## config.mk

```make
export PLATFORM = sky130hd
export DESIGN_NAME = sar_adc_conversion_control
export DESIGN_NICKNAME = d
export VERILOG_FILES = /design/src/rtl/adc_ctrl_pkg.sv /design/src/rtl/sar_core_model.sv /design/src/rtl/sar_adc_conversion_control.sv
export VERILOG_INCLUDE_DIRS = /design/src /design/src/rtl
export SDC_FILE = /design/constraint.sdc
export NUM_CORES = 1
export LEC_CHECK = 0
export BUFFER_PORTS_ARGS = -buffer_cell sky130_fd_sc_hd__buf_2
export CORE_MARGIN = 2
export CORE_UTILIZATION = 30
export CTS_CLUSTER_DIAMETER = 60
export DETAILED_ROUTE_END_ITERATION = 8
export SLEW_MARGIN = 20
export SYNTH_ARGS = -nofsm -noshare
export SYNTH_HDL_FRONTEND = slang
export SYNTH_SLANG_ARGS = --single-unit
```

## constraint.sdc

```tcl
create_clock -name clk_in -period 2.3 [get_ports clk_in]
set_input_delay 0.345 -clock clk_in [delete_from_list [all_inputs] [get_ports clk_in]]
set_output_delay 0.345 -clock clk_in [all_outputs]
set_load 0.01 [all_outputs]
```

## src/rtl/adc_ctrl_map.svh

```systemverilog
`ifndef ADC_CTRL_MAP_SVH
`define ADC_CTRL_MAP_SVH
`define CONV_CYCLES_NORMAL 5'd13
`define CONV_CYCLES_FIRST 5'd25
`define SAMPLE_CYCLE_NORMAL 5'd1
`define SAMPLE_CYCLE_FIRST 5'd13
`define SAMPLE_CYCLE_AUTO 5'd2
`define PRESC_RESET_VALUE 7'h00
`define RESULT_RESET_VALUE 16'h0000
`define SELECT_RESET_VALUE 6'h00
`define TRIG_SRC_SELF 3'h0
`endif

```

## src/rtl/adc_ctrl_pkg.sv

```systemverilog
package adc_ctrl_pkg;
    typedef struct packed {
        logic [1:0] reference_select_field;
        logic [3:0] channel_select_field;
    } select_t;
    typedef struct packed {
        logic [7:0] result_high_byte;
        logic [7:0] result_low_byte;
    } result_t;
    typedef enum logic [1:0] {
        ST_IDLE,
        ST_CONVERT,
        ST_DONE
    } conv_state_t;
endpackage : adc_ctrl_pkg

```

## src/rtl/sar_core_model.sv

```systemverilog
`timescale 1ns/1ns
`default_nettype none
// Stand-in for the analog SAR core: holds the sampled input and returns it
// as the code on completion.
module sar_core_model (
    input wire logic clk_in,
    input wire logic rst_in,
    input wire logic sample_in,
    input wire logic [9:0] analog_in,
    input wire logic finish_in,
    output logic [9:0] code_out,
    output logic code_valid_out
);
    logic [9:0] held_r;
    logic [9:0] held_nxt;
    logic [9:0] code_r;
    logic [9:0] code_nxt;
    logic valid_r;
    logic valid_nxt;

    always_comb begin
        held_nxt = sample_in ? analog_in : held_r;
        code_nxt = finish_in ? held_r : code_r;
        valid_nxt = finish_in;
    end

    always_ff @(posedge clk_in or posedge rst_in) begin
        if (rst_in) begin
            held_r <= 10'h000;
            code_r <= 10'h000;
            valid_r <= 1'b0;
        end else begin
            held_r <= held_nxt;
            code_r <= code_nxt;
            valid_r <= valid_nxt;
        end
    end

    assign code_out = code_r;
    assign code_valid_out = valid_r;
endmodule : sar_core_model
`default_nettype wire

```

## src/rtl/sar_adc_conversion_control.sv

```systemverilog
`timescale 1ns/1ns
`default_nettype none
`include "adc_ctrl_map.svh"
module sar_adc_conversion_control (
    input wire logic clk_in,
    input wire logic rst_in,
    input wire logic converter_enable_bit_in,
    input wire logic start_conversion_write_in,
    input wire logic auto_trigger_enable_bit_in,
    input wire logic [2:0] trigger_select_field_in,
    input wire logic [7:0] trigger_sources_in,
    input wire logic [2:0] prescaler_select_field_in,
    input wire logic result_alignment_bit_in,
    input wire adc_ctrl_pkg::select_t select_in,
    input wire logic flag_clear_in,
    input wire logic low_byte_read_in,
    input wire logic high_byte_read_in,
    input wire logic [9:0] analog_in,
    output logic start_conversion_bit_out,
    output logic conversion_complete_flag_out,
    output adc_ctrl_pkg::result_t result_out,
    output adc_ctrl_pkg::select_t active_select_out,
    output logic analog_power_out
);
    import adc_ctrl_pkg::*;

    // Trigger sources come from other logic on this clock, so no sync
    logic [6:0] presc_r;
    logic [6:0] presc_nxt;
    logic tick;
    logic [7:0] trig_src;
    logic trig_prev_r;
    logic trig_prev_nxt;
    logic trig_edge;
    conv_state_t state_r;
    conv_state_t state_nxt;
    logic [4:0] cyc_r;
    logic [4:0] cyc_nxt;
    logic first_r;
    logic first_nxt;
    logic auto_r;
    logic auto_nxt;
    logic pend_r;
    logic pend_nxt;
    logic busy_r;
    logic busy_nxt;
    logic flag_r;
    logic flag_nxt;
    logic lock_r;
    logic lock_nxt;
    result_t res_r;
    result_t res_nxt;
    select_t sel_r;
    select_t sel_nxt;
    logic power_r;
    logic power_nxt;
    logic sample_p;
    logic finish_p;
    logic [9:0] code;
    logic code_valid;
    logic self_trig;
    logic auto_on;
    logic [4:0] sample_at;
    logic [4:0] len;

    function automatic logic presc_tick(input logic [6:0] cnt,
                                        input logic [2:0] sel);
        logic [6:0] mask;
        mask = 7'h00;
        case (sel)
            3'h0, 3'h1: mask = 7'h01;
            3'h2: mask = 7'h03;
            3'h3: mask = 7'h07;
            3'h4: mask = 7'h0f;
            3'h5: mask = 7'h1f;
            3'h6: mask = 7'h3f;
            default: mask = 7'h7f;
        endcase
        presc_tick = ((cnt & mask) == mask);
    endfunction : presc_tick

    assign auto_on = auto_trigger_enable_bit_in;
    assign self_trig = trigger_select_field_in == `TRIG_SRC_SELF;
    // Source 0 is the converter's own completion flag
    assign trig_src = {trigger_sources_in[7:1], flag_r};
    assign trig_edge = auto_on && trig_src[trigger_select_field_in]
        && !trig_prev_r;
    assign tick = converter_enable_bit_in
        && presc_tick(presc_r, prescaler_select_field_in);

    always_comb begin
        presc_nxt = presc_r + 7'd1;
        if (!converter_enable_bit_in) begin
            presc_nxt = `PRESC_RESET_VALUE;
        end else if (trig_edge && state_r == ST_IDLE) begin
            presc_nxt = `PRESC_RESET_VALUE;
        end
    end

    always_comb begin
        if (first_r) begin
            sample_at = `SAMPLE_CYCLE_FIRST;
            len = `CONV_CYCLES_FIRST;
        end else if (auto_r) begin
            sample_at = `SAMPLE_CYCLE_AUTO;
            len = `CONV_CYCLES_NORMAL;
        end else begin
            sample_at = `SAMPLE_CYCLE_NORMAL;
            len = `CONV_CYCLES_NORMAL;
        end
        sample_p = tick && state_r == ST_CONVERT && cyc_r == sample_at;
        finish_p = tick && state_r == ST_CONVERT && cyc_r == len - 5'd1;
    end

    always_comb begin
        state_nxt = state_r;
        cyc_nxt = cyc_r;
        first_nxt = first_r;
        auto_nxt = auto_r;
        pend_nxt = pend_r;
        busy_nxt = busy_r;
        trig_prev_nxt = trig_src[trigger_select_field_in];
        power_nxt = converter_enable_bit_in;
        if (start_conversion_write_in && converter_enable_bit_in) begin
            pend_nxt = 1'b1;
            busy_nxt = 1'b1;
        end
        if (!converter_enable_bit_in) begin
            state_nxt = ST_IDLE;
            first_nxt = 1'b1;
            pend_nxt = 1'b0;
            busy_nxt = 1'b0;
            cyc_nxt = 5'd0;
        end else begin
            case (state_r)
                ST_IDLE: begin
                    // Edges seen only here, so busy periods ignore them
                    if (trig_edge && !(self_trig && !busy_r)) begin
                        state_nxt = ST_CONVERT;
                        auto_nxt = !first_r;
                        busy_nxt = 1'b1;
                        cyc_nxt = 5'd0;
                    end else if ((pend_r || start_conversion_write_in)
                            && tick) begin
                        state_nxt = ST_CONVERT;
                        auto_nxt = 1'b0;
                        pend_nxt = 1'b0;
                        cyc_nxt = 5'd0;
                    end
                end
                ST_CONVERT: begin
                    if (tick) begin
                        cyc_nxt = cyc_r + 5'd1;
                    end
                    if (finish_p) begin
                        state_nxt = ST_DONE;
                        first_nxt = 1'b0;
                    end
                end
                default: begin
                    cyc_nxt = 5'd0;
                    auto_nxt = 1'b0;
                    if (auto_on && self_trig) begin
                        state_nxt = ST_CONVERT;
                    end else begin
                        state_nxt = ST_IDLE;
                        busy_nxt = pend_nxt;
                    end
                end
            endcase
        end
    end

    always_comb begin
        flag_nxt = flag_r;
        if (flag_clear_in) begin
            flag_nxt = 1'b0;
        end
        if (code_valid) begin
            flag_nxt = 1'b1;
        end
        lock_nxt = lock_r;
        if (low_byte_read_in) begin
            lock_nxt = 1'b1;
        end
        if (high_byte_read_in) begin
            lock_nxt = 1'b0;
        end
        res_nxt = res_r;
        if (code_valid && !lock_r) begin
            if (result_alignment_bit_in) begin
                res_nxt = {code, 6'h00};
            end else begin
                res_nxt = {6'h00, code};
            end
        end
        sel_nxt = sel_r;
        // Tracks while enabled and idle with no start pending or trigger edge, and during the last cycle
        if (converter_enable_bit_in
                && (state_r == ST_IDLE && !pend_r && !trig_edge
                    || finish_p)) begin
            sel_nxt = select_in;
        end
    end

    sar_core_model u_core (
        .clk_in(clk_in),
        .rst_in(rst_in),
        .sample_in(sample_p),
        .analog_in(analog_in),
        .finish_in(finish_p),
        .code_out(code),
        .code_valid_out(code_valid)
    );

    always_ff @(posedge clk_in or posedge rst_in) begin
        if (rst_in) begin
            presc_r <= `PRESC_RESET_VALUE;
            trig_prev_r <= 1'b0;
            state_r <= ST_IDLE;
            cyc_r <= 5'd0;
            first_r <= 1'b1;
            auto_r <= 1'b0;
            pend_r <= 1'b0;
            busy_r <= 1'b0;
            flag_r <= 1'b0;
            lock_r <= 1'b0;
            res_r <= `RESULT_RESET_VALUE;
            sel_r <= `SELECT_RESET_VALUE;
            power_r <= 1'b0;
        end else begin
            presc_r <= presc_nxt;
            trig_prev_r <= trig_prev_nxt;
            state_r <= state_nxt;
            cyc_r <= cyc_nxt;
            first_r <= first_nxt;
            auto_r <= auto_nxt;
            pend_r <= pend_nxt;
            busy_r <= busy_nxt;
            flag_r <= flag_nxt;
            lock_r <= lock_nxt;
            res_r <= res_nxt;
            sel_r <= sel_nxt;
            power_r <= power_nxt;
        end
    end

    assign start_conversion_bit_out = busy_r;
    assign conversion_complete_flag_out = flag_r;
    assign result_out = res_r;
    assign active_select_out = sel_r;
    assign analog_power_out = power_r;
    prescaler_off_a: assert property (@(posedge clk_in) disable iff (rst_in)
        !converter_enable_bit_in |=> presc_r == 7'h00)
        else $error("prescaler not held in reset while disabled");
    flag_on_done_a: assert property (@(posedge clk_in) disable iff (rst_in)
        finish_p |=> ##1 flag_r)
        else $error("completion flag not raised");
    lock_hold_a: assert property (@(posedge clk_in) disable iff (rst_in)
        lock_r && !high_byte_read_in |=> $stable(res_r))
        else $error("result changed while locked");
    busy_in_conv_a: assert property (@(posedge clk_in) disable iff (rst_in)
        state_r == ST_CONVERT |-> busy_r)
        else $error("start bit low during conversion");
    sel_frozen_a: assert property (@(posedge clk_in) disable iff (rst_in)
        state_r == ST_CONVERT && !finish_p |=> $stable(sel_r))
        else $error("selection changed mid conversion");
    single_clear_a: assert property (@(posedge clk_in) disable iff (rst_in)
        state_r == ST_DONE && !(auto_on && self_trig) && !pend_r
        && !start_conversion_write_in && converter_enable_bit_in
        |=> !busy_r)
        else $error("start bit not cleared after single conversion");
    free_run_a: assert property (@(posedge clk_in) disable iff (rst_in)
        state_r == ST_DONE && auto_on && self_trig && converter_enable_bit_in
        |=> state_r == ST_CONVERT && busy_r)
        else $error("free running did not restart");
    trig_reset_a: assert property (@(posedge clk_in) disable iff (rst_in)
        state_r == ST_IDLE && trig_edge && converter_enable_bit_in
        |=> presc_r == 7'h00)
        else $error("trigger did not reset prescaler");
    align_a: assert property (@(posedge clk_in) disable iff (rst_in)
        code_valid && !lock_r && !result_alignment_bit_in
        |=> res_r[15:10] == 6'h00)
        else $error("right alignment wrong");
endmodule : sar_adc_conversion_control
`default_nettype wire

```

# After elaboration in Yosys (flattened, before gate mapping)
# Index checks and enable logic that the tools add are counted.
[totals]
mem_count = 0
latchBits = 0
mem_bits_ro = 0
output_inout_bits = 25
ram_bits = 0
inputBits = 39
elab_cells = 115
regBits = 65
[op_classes]
n_lt_le_gt_ge = 1
n_div = 0
multipliers = 0
addsub = 3
mux = 40
bitwise = 2
eq_ne = 16
reduce_logical = 35
shift = 0
[op_table]
columns = ["operator", "count"]
rows = [
  ["7-bit case mux with 6 select lines", 1],
  ["5-bit 2-to-1 mux", 5],
  ["1-bit 2-to-1 mux", 20],
  ["1-bit logical AND", 16],
  ["16-bit 2-to-1 mux", 1],
  ["7-bit 2-to-1 mux", 2],
  ["5-bit == test", 2],
  ["2-bit 2-to-1 mux", 5],
  ["5-bit case mux with 2 select lines", 1],
  ["3-bit == test, second input constant", 3],
  ["7-bit by 1-bit adder with 7-bit output, second input constant", 1],
  ["7-bit AND", 1],
  ["7-bit == test", 1],
  ["1-bit zero test", 7],
  ["3-bit by 2-bit == test with 1-bit output, second input constant", 2],
  ["3-bit zero test", 2],
  ["3-bit inequality test, second input constant", 2],
  ["2-bit AND reduction", 3],
  ["5-bit by 1-bit adder with 5-bit output, second input constant", 1],
  ["5-bit by 1-bit subtractor with 5-bit output, second input constant", 1],
  ["3-bit by 4-bit < comparator with 1-bit output, second input constant", 1],
  ["4-bit 2-to-1 mux", 1],
  ["2-bit by 1-bit inequality test with 1-bit output, second input constant", 2],
  ["4-bit by 2-bit inequality test with 1-bit output, second input constant", 1],
  ["12 further kinds", 15],
]

# Depth between registers and ports, before layout
[logic_depth]
ltp_word = 11
ltp_mapped = 6
ltp_nobuf = 6

# Hierarchy
# Synthesis repeated with hierarchy kept, for this count alone.
[unflattened]
cells_unflattened = 268
area_unflattened_um2 = 3069.2
[by_module_without_submodules]
columns = ["mod", "n_inst", "area_each_um2", "cells_each", "seq_area_each_um2"]
rows = [
  ["sar_adc_conversion_control", 1, 2217.1, 224, 1102.3],
  ["sar_core_model", 1, 852.1, 44, 525.5],
]

# Worst setup path before layout
# No wires, ideal clock.
[synth_timing]
path_type = "register to register"
from = "register presc_r[3]"
to = "register u_core.held_r[0]"
stages_incl_launch_ff = 7
setup_time_ns = 0.125
arrival_ns = 2.121
path_buffers = 1
synth_period_minus_slack_ns = 2.246
required_ns = 2.175
setup_slack_ns = 0.054
cell_sequence = "dfrtp_1 or3b_1 a32oi_2 nand3_2 or4_4 buf_6 mux2_4"
[synth_between]
elab_chain_len = 5
[synth_lines]
columns = ["item", "line", "text"]
rows = [
  ["start: declaration", "sar_adc_conversion_control.sv:28", "logic [6:0] presc_r;"],
  ["start signal: assignment", "sar_adc_conversion_control.sv:218", "presc_r <= `PRESC_RESET_VALUE;"],
  ["start signal: assignment", "sar_adc_conversion_control.sv:232", "presc_r <= presc_nxt;"],
  ["7-bit AND", "sar_adc_conversion_control.sv:79", "presc_tick = ((cnt & mask) == mask);"],
  ["7-bit == test", "sar_adc_conversion_control.sv:79", ""],
  ["1-bit logical AND", "sar_adc_conversion_control.sv:89", "&& presc_tick(presc_r, prescaler_select_field_in);"],
  ["1-bit logical AND (2 in series)", "sar_adc_conversion_control.sv:111", "sample_p = tick && state_r == ST_CONVERT && cyc_r == sample_at;"],
  ["end signal: assignment", "sar_core_model.sv:33", "held_r <= held_nxt;"],
  ["end: declaration", "sar_core_model.sv:14", "logic [9:0] held_r;"],
]
# Every way passes these cells.
# A chain may end at the register's enable or synchronous reset.

# Worst setup path in the final report
[layout_timing]
from = "register presc_r[1]"
to = "register u_core.held_r[2]"
# Same word-level chain as after synthesis.

==> run_summary.xml <==
<?xml version="1.0" encoding="UTF-8"?>
<metrics>
  <group name="outcome">
    <metric name="outcome" unit="">finished, final reports clean</metric>
  </group>
  <group name="sta">
    <metric name="whs" unit="ps">16.4</metric>
    <metric name="worst_slew_margin_rel" unit="%">36.5</metric>
    <metric name="tns" unit="ps">0</metric>
    <metric name="worst-slew-pin-transition" unit="ps">953</metric>
    <metric name="rsz0062_at_grt" unit="">false</metric>
    <metric name="slew_viol_final" unit="">0</metric>
    <metric name="setup_viol_count_final" unit="">0</metric>
    <metric name="finalHoldViolCount" unit="">0</metric>
    <metric name="finalWorstPathRequiredPeriod" unit="ps">2220</metric>
    <metric name="clock-skew-final" unit="ps">9.52</metric>
    <metric name="max_clock_freq" unit="MHz">450</metric>
    <metric name="finalCritPeriodShare" unit="%">96.6</metric>
  </group>
  <group name="critical_path">
    <metric name="cpPeakStageDelay" unit="ps">660</metric>
    <metric name="critPathKind" unit="">register to register</metric>
    <metric name="crit_fanout" unit="">10</metric>
    <metric name="r2r_slack" unit="ps">80</metric>
    <metric name="worst_setup_path_start_kind" unit="">register</metric>
    <metric name="endpoint_kind" unit="">register</metric>
    <metric name="timing.critical_path.required" unit="ps">2520</metric>
    <metric name="cp_cell_sequence" unit="">or3b_1 -&gt; a32oi_2 -&gt; nand3_2 -&gt; or4_4 -&gt; mux2_4</metric>
    <metric name="crit_path_top_delay_cell" unit="">or4_4</metric>
    <metric name="worstPathArrival" unit="ps">2440</metric>
  </group>
  <group name="pwr">
    <metric name="power_density" unit="nW/um^2">658</metric>
    <metric name="power.leakage" unit="uW">0.00183</metric>
    <metric name="design_power_total" unit="uW">2460</metric>
    <metric name="vdd_drop_max" unit="V">0.000318</metric>
  </group>
  <group name="logic_synthesis">
    <metric name="post_synth_edffs" unit="">0</metric>
    <metric name="synth_top_flop_cell" unit="">dfrtp_1</metric>
    <metric name="postSynthAreaPerCell" unit="um^2">11.6</metric>
    <metric name="synth_net_count" unit="">300</metric>
    <metric name="post_synth_main_area_contributors" unit="">dfrtp_1 54%, mux2_2 6.8%, mux2_4 5.0%</metric>
    <metric name="top_area_cell_type_share_of_the_netlist_area" unit="%">53.7</metric>
    <metric name="yosys_warnings" unit="">0</metric>
    <metric name="synth_sequential_area_ratio" unit="%">54.6</metric>
    <metric name="netlist.top_cell.by_area" unit="">dfrtp_1</metric>
    <metric name="netlist_instances" unit="">258</metric>
    <metric name="syn-cell-area" unit="um^2">2980</metric>
    <metric name="postSynthRegisterBits" unit="">65</metric>
    <metric name="postSynth.asyncResetShare" unit="%">100</metric>
    <metric name="synth.distinct_cells" unit="">50</metric>
  </group>
  <group name="finish">
    <metric name="drive_gt1_share" unit="%">37.3</metric>
    <metric name="layout.core_utilization" unit="%">38.5</metric>
    <metric name="layout.cells.most_common_list" unit="">64 x dfrtp_1, 62 x buf_2, 30 x nand2_1, 20 x o21ai_0, 18 x mux2_2</metric>
    <metric name="final_area" unit="um^2">3740</metric>
    <metric name="layout_commonest_cell" unit="">dfrtp_1</metric>
    <metric name="syn_to_final_growth" unit="%">25.5</metric>
    <metric name="fill_cells" unit="">972</metric>
    <metric name="nNetsFinal" unit="">380</metric>
  </group>
  <group name="clock_tree">
    <metric name="worstSkewPairLatency" unit="ps">340</metric>
    <metric name="cts_made_buffers" unit="">9</metric>
    <metric name="cts_buffer_depth" unit="">2</metric>
    <metric name="clk_pin_slew_worst_paths" unit="ps">70</metric>
    <metric name="postCtsHoldBufs" unit="">0</metric>
    <metric name="clock-sinks" unit="">65</metric>
    <metric name="root_buffer" unit="">clkbuf_8</metric>
    <metric name="tritoncts" unit="">done</metric>
    <metric name="cts_setup_buffers" unit="">0</metric>
    <metric name="h-tree-depth" unit="">3</metric>
  </group>
  <group name="route">
    <metric name="route.detailed.wl_per_inst" unit="um">13.2</metric>
    <metric name="drt_iter0_drc" unit="">82</metric>
    <metric name="via_per_inst" unit="">4.50</metric>
    <metric name="ant_nets" unit="">0</metric>
    <metric name="vias" unit="">2147</metric>
    <metric name="drt_first_pass_iters" unit="">4</metric>
    <metric name="post_route_drc_violation_count" unit="">0</metric>
    <metric name="drt_wl_total" unit="mm">6.28</metric>
  </group>
  <group name="placed_design">
    <metric name="post_dp_cell_area" unit="um^2">3550</metric>
    <metric name="final_hpwl_from_detailed_placement" unit="mm">4.64</metric>
    <metric name="gpl.final_weighted_congestion" unit="">0.849</metric>
    <metric name="port_buffer_count" unit="">62</metric>
  </group>
  <group name="grt">
    <metric name="globalRoute.totalOverflow" unit="">0</metric>
    <metric name="antenna_found_initial" unit="">1</metric>
    <metric name="groute.usage.overall" unit="%">12.3</metric>
    <metric name="grt_first_pass_wirelength" unit="mm">10.6</metric>
    <metric name="grt_start_max_net_pins" unit="">46</metric>
    <metric name="number_of_global_route_vias_before_repair" unit="">2162</metric>
  </group>
  <group name="floorplan">
    <metric name="design.die.area" unit="um^2">10800</metric>
    <metric name="die_height" unit="um">104</metric>
    <metric name="placement_rows" unit="">36</metric>
    <metric name="initial_core_util" unit="%">30.7</metric>
    <metric name="placeableCoreArea" unit="um^2">9730</metric>
    <metric name="die-width" unit="um">104</metric>
    <metric name="io_pins" unit="">64</metric>
  </group>
  <group name="job">
    <metric name="maxCapViolations" unit="">0</metric>
  </group>
  <group name="min_path">
    <metric name="min_path_type" unit="">input pin to asynchronous set/reset pin</metric>
  </group>
</metrics>
==> synthesized netlist by cell type (all sizes together), types with 2 or more instances <==
master and n:
nand2b 10, a211o 3, nand3 6, ha 3, xor2 2, clkbuf 5
o21ai 21, o211a 2, dfrtp 64, or3b 2, a2bb2oi 2, nor3 3
mux2i 7, a221o 2, and2 3, mux2 28, inv 7, o2111a 2
and3b 2, xnor2 3, nand3b 2, buf 3, nor2 16, nor2b 3
a21o 2, a21oi 2, nand2 30, nor4 5, a31oi 2
==> where the power goes <==
part | switching (uW) | internal [uW] | total [uW]
logic | 172 | 158 | 330
registers | 32.5 | 1200 | 1230
clock network | 448 | 455 | 903
total | 652 | 1810 | 2460
==> critical path, delay by kind of cell, from the launching register on <==
kind / cells / cell delay, ps
DFF: 1 / 400
AOI/OAI and AO/OA: 1 / 220
and+or+nand+nor: 3 / 1150
muxes: 1 / 330
==> sequential cells by signal (all words and copies together), names as in the netlist, 2 cells and up <==
| signal | count |
|---|---|
| active_select_out | 6 |
| result_out | 16 |
| cyc_r | 5 |
| u_core.code_out | 10 |
| state_r | 2 |
| presc_r | 7 |
| u_core.held_r | 10 |
==> cell type report <==
class	instances	area [um^2]	area share [%]
flip-flops and latches	65	1630	43.5
multi-input cells	178	1290	34.6
repair buffers	77	435	11.6
well taps	133	166	4.45
clock buffers	11	151	4.05
clock inverters	5	38.8	1.04
inverters	7	26.3	0.702
diodes	1	2.50	0.0669
==> routing by layer <==
layer | up-vias | track usage (%) | part of all wire [%]
met3 | 3 | 3.78 | 6.3
met5 | - | 0 | 0
li1 | 1082 | - | -
met4 | 0 | 5.31 | 0.37
met1 | 1000 | 17.0 | 49
met2 | 62 | 17.9 | 45
==> final timing paths <==
path | from | end | depth (start not counted)
hold reg to reg | u_core.code_valid_out | conversion_complete_flag_out | 1
hold / removal | rst_in | lock_r | 2
setup reg to reg | presc_r[1] | u_core.held_r[2] | 5
setup / recovery | presc_r[1] | u_core.held_r[2] | 5
max in group asynchronous | rst_in | presc_r[6] | 3
min in group clk_in | high_byte_read_in | lock_r | 2
==> per-stage QoR <==
step,std cells,setup WS [ps]
2_1_floorplan,258,54.1
3_3_place_gp,460,-34.0
3_5_place_dp,460,-53.5
4_1_cts,476,62.5
5_1_grt,477,6.87
6_report,477,78.3
==> timing repair <==
action / 4_1_cts / 5_1_grt
endpoints found under the hold margin: 0 / 0
setup endpoints to repair: 0 / 6
resized for setup: 0 / 1
==> kinds of logic (layout without fill, tap and decap cells) <==
kind of cell / count (synthesis) / after routing / share of synthesized area, %
and+or+nand+nor: 90 / 90 / 15.9
DFF: 65 / 65 / 54.6
AOI/OAI and AO/OA: 45 / 45 / 10.5
muxes: 35 / 35 / 14.2
buffers and inverters: 15 / 100 / 2.18
xor gates and xnor gates: 5 / 5 / 1.47
adders and majority gates: 3 / 3 / 1.26
other: 0 / 1 / 0
Power figures use the tool's default switching activity.
